==> src/hdl/eewa_pkg.sv <==
// Package for the serial EEPROM program-all block: timing, opcodes and widths
package eewa_pkg;
  // System clock period in ns
  localparam int unsigned CLK_PERIOD_NS = 10;
  // Self-timed program duration, ms as printed
  localparam int unsigned PROGRAM_TIME_MS = 5;
  // Program time in cycles, longest time rounds down
  localparam int unsigned PROGRAM_CYCLES = (PROGRAM_TIME_MS * 1000000) / CLK_PERIOD_NS;
  // Minimum deselect time in ns (0.25 us)
  localparam int unsigned MIN_DESELECT_NS = 250;
  // Minimum deselect in cycles, least time rounds up
  localparam int unsigned MIN_DESELECT_CYCLES = (MIN_DESELECT_NS + CLK_PERIOD_NS - 1) / CLK_PERIOD_NS;
  // Start bit value
  localparam logic START_BIT = 1'b1;
  // Opcode of the extended group
  localparam logic [1:0] OPC_EXT = 2'h0;
  // Address leading patterns in extended group
  localparam logic [1:0] SUB_PROGRAM_ALL = 2'h1;
  localparam logic [1:0] SUB_UNLOCK = 2'h3;
  localparam logic [1:0] SUB_LOCK = 2'h0;
  // Address bits for each organisation
  localparam int unsigned ADDR_BITS_X8 = 9;
  localparam int unsigned ADDR_BITS_X16 = 8;
  // Data bits for each organisation
  localparam int unsigned DATA_BITS_X8 = 8;
  localparam int unsigned DATA_BITS_X16 = 16;
  // Header length: start + opcode
  localparam int unsigned HEADER_BITS = 3;
  // Memory locations
  localparam int unsigned WORDS_X16 = 256;
  // Reset value of the unlock flag (locked)
  localparam logic UNLOCK_RESET = 1'b0;
  // Decoder states
  typedef enum logic [2:0] {
    EEWA_IDLE,
    EEWA_SHIFT,
    EEWA_WAIT_DESEL,
    EEWA_PROGRAM,
    EEWA_IGNORE
  } eewa_state_t;
endpackage

==> src/hdl/eewa_pins_if.sv <==
// Interface carrying sampled serial pins from the edge detector to the core
`timescale 1ns/1ps
interface eewa_pins_if;
  logic clk_rise; // One-cycle pulse on serial clock rising edge
  logic data_bit; // Serial input value at that edge
  logic sel; // Device select level
  logic sel_fall; // One-cycle pulse on select falling edge
  modport src (output clk_rise, output data_bit, output sel, output sel_fall);
  modport dst (input clk_rise, input data_bit, input sel, input sel_fall);
endinterface

==> src/hdl/eewa_program_all.sv <==
// Program-all engine of a three-wire serial EEPROM with status output
`timescale 1ns/1ps
module eewa_program_all
  import eewa_pkg::*;
#(
  parameter int unsigned PROGRAM_CYCLES_P = eewa_pkg::PROGRAM_CYCLES,
  parameter int unsigned WORDS = eewa_pkg::WORDS_X16
) (
  // Clock, reset, enable
  input wire logic sys_clk,
  input wire logic rst_n,
  input wire logic clk_en,
  // Serial pins from the host
  input wire logic serial_clock_pin,
  input wire logic serial_in_pin,
  input wire logic select_pin,
  // Organisation strap: 1 = 16-bit words, 0 = bytes
  input wire logic word_width_select,
  // Serial output pin and its output enable
  output logic serial_out_pin,
  output logic serial_out_oe,
  // Status outputs
  output logic program_busy,
  output logic unlocked,
  // Memory read port for observing stored words
  input wire logic [7:0] mem_addr,
  output logic [15:0] mem_rdata
);
  import eewa_pkg::*;

  // Elaboration check: the read address is 8 bits, so at most 256 words
  if (PROGRAM_CYCLES_P < 1 || WORDS < 1 || WORDS > 256) begin : g_bad_param
    $error("eewa_program_all: bad parameter");
  end

  eewa_pins_if pins ();

  // Pin edge detection
  eewa_pin_sampler u_sampler (
    .sys_clk(sys_clk),
    .rst_n(rst_n),
    .clk_en(clk_en),
    .serial_clock_pin(serial_clock_pin),
    .serial_in_pin(serial_in_pin),
    .select_pin(select_pin),
    .pins(pins)
  );

  eewa_state_t state; // Decoder state
  logic [27:0] shreg; // Received bits, newest in bit 0
  logic [4:0] nbits; // Bits received after start bit
  logic [31:0] prog_cnt; // Remaining program cycles
  logic [15:0] prog_data; // Word being programmed
  logic [15:0] mem [WORDS]; // Storage array
  logic [4:0] cmd_len; // Bits for a full program-all frame
  logic [4:0] hdr_len; // Bits up to end of the address field
  logic [1:0] opc; // Opcode field
  logic [1:0] sub; // Address leading pattern

  // Frame length depends on organisation strap
  always_comb begin
    if (word_width_select) begin
      hdr_len = 5'(HEADER_BITS - 1 + ADDR_BITS_X16);
      cmd_len = 5'(HEADER_BITS - 1 + ADDR_BITS_X16 + DATA_BITS_X16);
    end else begin
      hdr_len = 5'(HEADER_BITS - 1 + ADDR_BITS_X8);
      cmd_len = 5'(HEADER_BITS - 1 + ADDR_BITS_X8 + DATA_BITS_X8);
    end
  end

  // Opcode and pattern sit at fixed depth from the newest bit
  // Read while the last header bit is still arriving, so one bit shallower
  always_comb begin
    if (word_width_select) begin
      opc = shreg[8:7];
      sub = shreg[6:5];
    end else begin
      opc = shreg[9:8];
      sub = shreg[7:6];
    end
  end

  // Instruction decoder and program sequencer
  always_ff @(posedge sys_clk) begin
    if (!rst_n) begin
      state <= EEWA_IDLE;
      shreg <= '0;
      nbits <= '0;
      prog_cnt <= '0;
      prog_data <= '0;
    end else if (clk_en) begin
      case (state)
        EEWA_IDLE: begin
          // Wait for start bit while selected
          if (pins.sel && pins.clk_rise && pins.data_bit == START_BIT) begin
            state <= EEWA_SHIFT;
            nbits <= '0;
            shreg <= '0;
          end
        end
        EEWA_SHIFT: begin
          if (!pins.sel) begin
            state <= EEWA_IDLE;
          end else if (pins.clk_rise) begin
            shreg <= {shreg[26:0], pins.data_bit};
            nbits <= nbits + 5'h1;
            if (nbits + 5'h1 == hdr_len) begin
              // Header complete: decide what this frame is
              state <= EEWA_IGNORE;
              if (opc == OPC_EXT && sub == SUB_PROGRAM_ALL && unlocked) begin
                state <= EEWA_SHIFT;
              end
            end else if (nbits + 5'h1 == cmd_len) begin
              // Full word received; arm on deselect
              prog_data <= word_width_select ? {shreg[14:0], pins.data_bit}
                                             : {8'h00, shreg[6:0], pins.data_bit};
              state <= EEWA_WAIT_DESEL;
            end
          end
        end
        EEWA_WAIT_DESEL: begin
          // Extra clocks after the word cancel the command
          if (pins.sel_fall) begin
            state <= EEWA_PROGRAM;
            prog_cnt <= PROGRAM_CYCLES_P;
          end else if (pins.sel && pins.clk_rise) begin
            state <= EEWA_IGNORE;
          end
        end
        EEWA_PROGRAM: begin
          // Self-timed: counts system clock only, no serial clock needed
          if (prog_cnt <= 32'h1) begin
            state <= EEWA_IDLE;
            prog_cnt <= '0;
          end else begin
            prog_cnt <= prog_cnt - 32'h1;
          end
          // Serial traffic is not decoded here
        end
        EEWA_IGNORE: begin
          // Rest of a frame we do not execute, until deselect
          if (!pins.sel) begin
            state <= EEWA_IDLE;
          end
        end
        default: state <= EEWA_IDLE;
      endcase
    end
  end

  // Unlock flag; lock and unlock commands are recognised from the header
  always_ff @(posedge sys_clk) begin
    if (!rst_n) begin
      unlocked <= UNLOCK_RESET;
    end else if (clk_en && state == EEWA_SHIFT && pins.sel && pins.clk_rise
                 && nbits + 5'h1 == hdr_len && opc == OPC_EXT) begin
      if (sub == SUB_UNLOCK) begin
        unlocked <= 1'b1;
      end else if (sub == SUB_LOCK) begin
        unlocked <= 1'b0;
      end
    end
  end

  // Storage: every location written in the first program cycle; old content ignored
  genvar gi;
  generate
    for (gi = 0; gi < WORDS; gi++) begin : g_word
      always_ff @(posedge sys_clk) begin
        if (clk_en && state == EEWA_PROGRAM && prog_cnt == PROGRAM_CYCLES_P) begin
          mem[gi] <= prog_data;
        end
      end
    end
  endgenerate

  // Registered read port
  always_ff @(posedge sys_clk) begin
    if (!rst_n) begin
      mem_rdata <= '0;
    end else if (clk_en) begin
      mem_rdata <= mem[mem_addr];
    end
  end

  // Busy flag: program phase except its last count (prog_cnt of 1), registered so it rises one cycle late
  always_ff @(posedge sys_clk) begin
    if (!rst_n) begin
      program_busy <= 1'b0;
    end else if (clk_en) begin
      program_busy <= (state == EEWA_PROGRAM) && (prog_cnt > 32'h1);
    end
  end

  // Status on the serial output while selected around a program
  always_ff @(posedge sys_clk) begin
    if (!rst_n) begin
      serial_out_pin <= 1'b0;
      serial_out_oe <= 1'b0;
    end else if (clk_en) begin
      if (state == EEWA_PROGRAM && pins.sel) begin
        serial_out_oe <= 1'b1;
        serial_out_pin <= (prog_cnt <= 32'h1);
      end else if (state == EEWA_IDLE && pins.sel && serial_out_oe) begin
        // Ready shown until the next rising edge of the serial clock
        serial_out_pin <= 1'b1;
        serial_out_oe <= !pins.clk_rise;
      end else begin
        serial_out_oe <= 1'b0;
        serial_out_pin <= 1'b0;
      end
    end
  end
endmodule // eewa_program_all

==> src/hdl/eewa_pin_sampler.sv <==
// Edge detector for the host-driven serial clock and device select
`timescale 1ns/1ps
module eewa_pin_sampler (
  // Clock and reset
  input wire logic sys_clk,
  input wire logic rst_n,
  input wire logic clk_en,
  // Raw pins
  input wire logic serial_clock_pin,
  input wire logic serial_in_pin,
  input wire logic select_pin,
  // Sampled events
  eewa_pins_if.src pins
);
  import eewa_pkg::*;
  logic clk_q; // Previous serial clock level
  logic sel_q; // Previous select level

  // Remember last levels; pins are synchronous so no extra stages
  always_ff @(posedge sys_clk) begin
    if (!rst_n) begin
      clk_q <= 1'b0;
      sel_q <= 1'b0;
    end else if (clk_en) begin
      clk_q <= serial_clock_pin;
      sel_q <= select_pin;
    end
  end

  // Edge pulses are gated by enable so a frozen block sees none
  assign pins.clk_rise = clk_en & serial_clock_pin & ~clk_q;
  assign pins.data_bit = serial_in_pin;
  assign pins.sel = select_pin;
  assign pins.sel_fall = clk_en & sel_q & ~select_pin;
endmodule // eewa_pin_sampler

==> config.mk <==
export PLATFORM = sky130hd
export DESIGN_NAME = eewa_program_all
export DESIGN_NICKNAME = d
export VERILOG_FILES = /design/src/hdl/eewa_pkg.sv /design/src/hdl/eewa_pins_if.sv /design/src/hdl/eewa_program_all.sv /design/src/hdl/eewa_pin_sampler.sv
export SDC_FILE = /design/constraint.sdc
export NUM_CORES = 1
export LEC_CHECK = 0
export BUFFER_PORTS_ARGS = -buffer_cell sky130_fd_sc_hd__buf_2
export CAP_MARGIN = 15
export CORE_MARGIN = 3
export CORE_UTILIZATION = 60
export CTS_BUF_LIST = sky130_fd_sc_hd__clkbuf_4 sky130_fd_sc_hd__clkbuf_8
export CTS_CLUSTER_SIZE = 40
export DETAILED_ROUTE_END_ITERATION = 16
export GPL_TIMING_DRIVEN = 0
export PLACE_DENSITY_LB_ADDON = 0.25
export SYNTH_ARGS = -nofsm -noshare
export SYNTH_HDL_FRONTEND = slang
export SYNTH_SLANG_ARGS = --single-unit
==> constraint.sdc <==
create_clock -name sys_clk -period 5.1 [get_ports sys_clk]
set_input_delay 0.765 -clock sys_clk [delete_from_list [all_inputs] [get_ports sys_clk]]
set_output_delay 0.765 -clock sys_clk [all_outputs]
set_load 0.1 [all_outputs]
==> flow_summary.toml <==
[cells_and_area]
n_fill_cell = 642
antennaDiodeCount = 0
drive_gt1_share_pct = 13.9
mostFrequentLayoutCell = "dfxtp_1"
post-route-cell-area_um2 = 5410
final_cell_mix = "dfxtp_1 (93), nand2_1 (58), nor2_1 (56)"
synthToLayoutAreaGrowth_pct = 9.78
nets = 590

[floorplanning]
die_w_um = 96.6
core_um2 = 7850
dieArea_um2 = 9330
io-pin-count = 35
start_util_pct = 62.8
rows = 32
fp.dieH_um = 96.6

[min_path]
holdPathEnd = "mem[255][11]$_DFFE_PP_"
hold_class = "reg2reg"
worstHoldStart = "prog_data[11]$_SDFFE_PN0P_"
hold_path_depth = 0

[setup_path]
regToRegSetupSlack_ps = 2130
cp.required_ps = 5210
arrival_ps = 3080
timing.rr.end = "mem[255][7]$_DFFE_PP_"
regToRegStartpoint = "state[2]$_SDFFE_PN0P_"
worstSetupPathType = "reg2reg"
start_kind = "register"
critPathMaxFanout = 10
cp-end-kind = "register"
rr_worst_depth = 7

[synthesis]
ys_ff_latch = 109
netlist_area_um2 = 4930
synth_edf_count = 16
synth.area.top_cells = "dfxtp_1 (38%), edfxtp_1 (9.8%), a21oi_1 (5.4%)"
yosysSeqAreaShare_pct = 47.5
async_flop_share_pct = 0
synth_compound_area_share_pct = 12.0
synth_nets = 554
yosys.area.top_type_share_pct = 37.8
synth_cell_types = 62
yosys_warnings = 0
ys.flop_type = "dfxtp_1"
avgSynthCellArea_um2 = 9.22
synth.mux.area_fraction_pct = 4.93
synth_xor_area_share_pct = 5.11
synthAdderAreaFrac_pct = 1.27
syn_inst = 534
synth_top_family_by_area = "simple AND/OR/NAND/NOR gates"
yosys.area_share.simple_pct = 24.8
yosysTopAreaCell = "dfxtp_1"

[route]
remaining_drc_errors = 0
routed-via-count = 4001
viasPerCell = 5.91
first_pass_iters = 4
post_drt_wl_per_cell_um = 16.5
first_iter_violations = 228
routed_wl_um = 11200
ant_nets = 0

[global_routing]
grt_pass1_wl_um = 18300
antenna_found_initial = 0
grt_usage_pct = 23.9
first_global_vias = 3708
grt-ovfl-total = 0
grt_start_max_net_pins = 24

[cts]
cts_buffers = 9
cts_resized = 0
clockBufferDepth = 2
cts_root_buf = "clkbuf_8"
cts_sinks = 109
postCtsSetupBuffers = 0
cts_tree = "yes"
htreeDepth = 3
cts_hold_buf = 0
clkLatencyLatePin_ps = 380
cts.clk_slew.worst_paths_ps = 120

[placed_design]
io_buffers = 23
post_dp_cell_area_um2 = 5190
dp_hpwl_um = 8190
gp_congestion = 0.942

[sta]
slew_headroom_pct = 40.4
slew_viol_final = 0
period_share_pct = 58.2
tns_ps = 0
fmax_mhz = 337
timing.final.crit_period_ps = 2970
finClkSkew_ps = 11.4
rsz0062_at_grt = "false"
worst_pin_slew_ps = 885
setup_viol = 0
hold_viol_final = 0

[pwr]
peakVddDrop_v = 0.000129
p_leak_nw = 2.12
p_per_area_nw_per_um2 = 279

[outcome]
outcome = "complete, no violations"

[run]
cap_violations = 0
-- worst max path at each step --
| stage | startpoint | end | slack [ps] |
|---|---|---|---|
| after floorplan | clk_en | mem[255][0]$_DFFE_PP_ | 1240 |
| after global placement | clk_en | mem[255][11]$_DFFE_PP_ | 260 |
| after detailed placement | clk_en | mem[255][8]$_DFFE_PP_ | 1930 |
| after CTS | state[2]$_SDFFE_PN0P_ | mem[255][15]$_DFFE_PP_ | 2110 |
| after global routing | state[2]$_SDFFE_PN0P_ | mem[255][15]$_DFFE_PP_ | 1930 |
| final | state[2]$_SDFFE_PN0P_ | mem[255][7]$_DFFE_PP_ | 2130 |
-- per-layer routing --
layer	track usage, %	part of all wire [%]	up-vias	wire length (µm)
li1	-	-	1982	-
met1	35.0	48	1919	5380
met2	37.0	46	90	5140
met3	3.03	4.7	10	526
met4	7.13	1.1	0	123
met5	0	0	-	0
-- flip-flops by register name, summed over array words and instances (netlist names) --
| name | count |
|---|---|
| prog_cnt | 32 |
| mem | 16 |
| mem_rdata | 16 |
| prog_data | 16 |
| shreg | 15 |
| nbits | 5 |
| state | 3 |
| program_busy | 1 |
| serial_out_oe | 1 |
| serial_out_pin | 1 |
| u_sampler.clk_q | 1 |
| u_sampler.sel_q | 1 |
| unlocked | 1 |
-- final cells by class --
| class | instances | area [µm²] | area share [%] |
|---|---|---|---|
| well taps | 102 | 128 | 2.36 |
| plain buffers | 34 | 180 | 3.33 |
| inverters | 10 | 37.5 | 0.694 |
| repair buffers | 25 | 130 | 2.41 |
| flip-flops and latches | 109 | 2340 | 43.3 |
| clock inverters | 7 | 93.8 | 1.74 |
| clock buffers | 9 | 124 | 2.29 |
| multi-input cells | 381 | 2370 | 43.9 |
-- cell usage after synthesis (4+ instances only) --
| cell type | n |
|---|---|
| o31ai_1 | 4 |
| nand2_1 | 58 |
| mux2i_1 | 22 |
| o21ai_0 | 7 |
| inv_1 | 10 |
| buf_2 | 8 |
| nor2_1 | 56 |
| or4_1 | 10 |
| o211a_1 | 4 |
| xor2_1 | 8 |
| nor2b_1 | 5 |
| nor3_1 | 6 |
| buf_6 | 5 |
| xnor2_1 | 18 |
| nand4_1 | 6 |
| clkbuf_1 | 16 |
| nor4_1 | 14 |
| a21oi_1 | 53 |
| ha_1 | 5 |
| dfxtp_1 | 93 |
| nand3_1 | 35 |
| or3_1 | 8 |
| edfxtp_1 | 16 |
-- kinds of logic after synthesis --
logic type               Yosys count
AND/OR/NAND/NOR                  231
flip-flops                       109
AO/OA/AOI/OAI                     94
buffers and inverters             44
XOR/XNOR                          27
multiplexers                      24
adder cells (fa/ha/maj)            5
-- where the power goes --
group | switching [mW] | internal [mW] | leakage (nW)
clock | 0.336 | 0.203 | 0.108
combinational | 0.0622 | 0.0335 | 1.08
sequential | 0.00317 | 0.872 | 0.935
-- metrics by stage --
step | hold slack, ps | utilization (%) | instances | setup slack (ps) | power [mW]
after floorplan | 408 | - | 534 | 1240 | 0.964
after global placement | 417 | 65.9 | 659 | 260 | 0.987
final | 442 | 68.9 | 677 | 2130 | 1.51
after global routing | 455 | 68.9 | 677 | 1930 | 1.57
after detailed placement | 421 | 66.1 | 661 | 1930 | 0.988
after CTS | 440 | 68.9 | 677 | 2110 | 1.52
-- critical path, stage by stage (launching register included) --
cell	delay, ps
dfxtp_1	330
clkbuf_1	230
nor2b_1	260
nand3_1	350
or4_1	600
nor4b_2	490
buf_4	270
buf_4	170
Note: power is estimated with default switching activity, not from simulation.
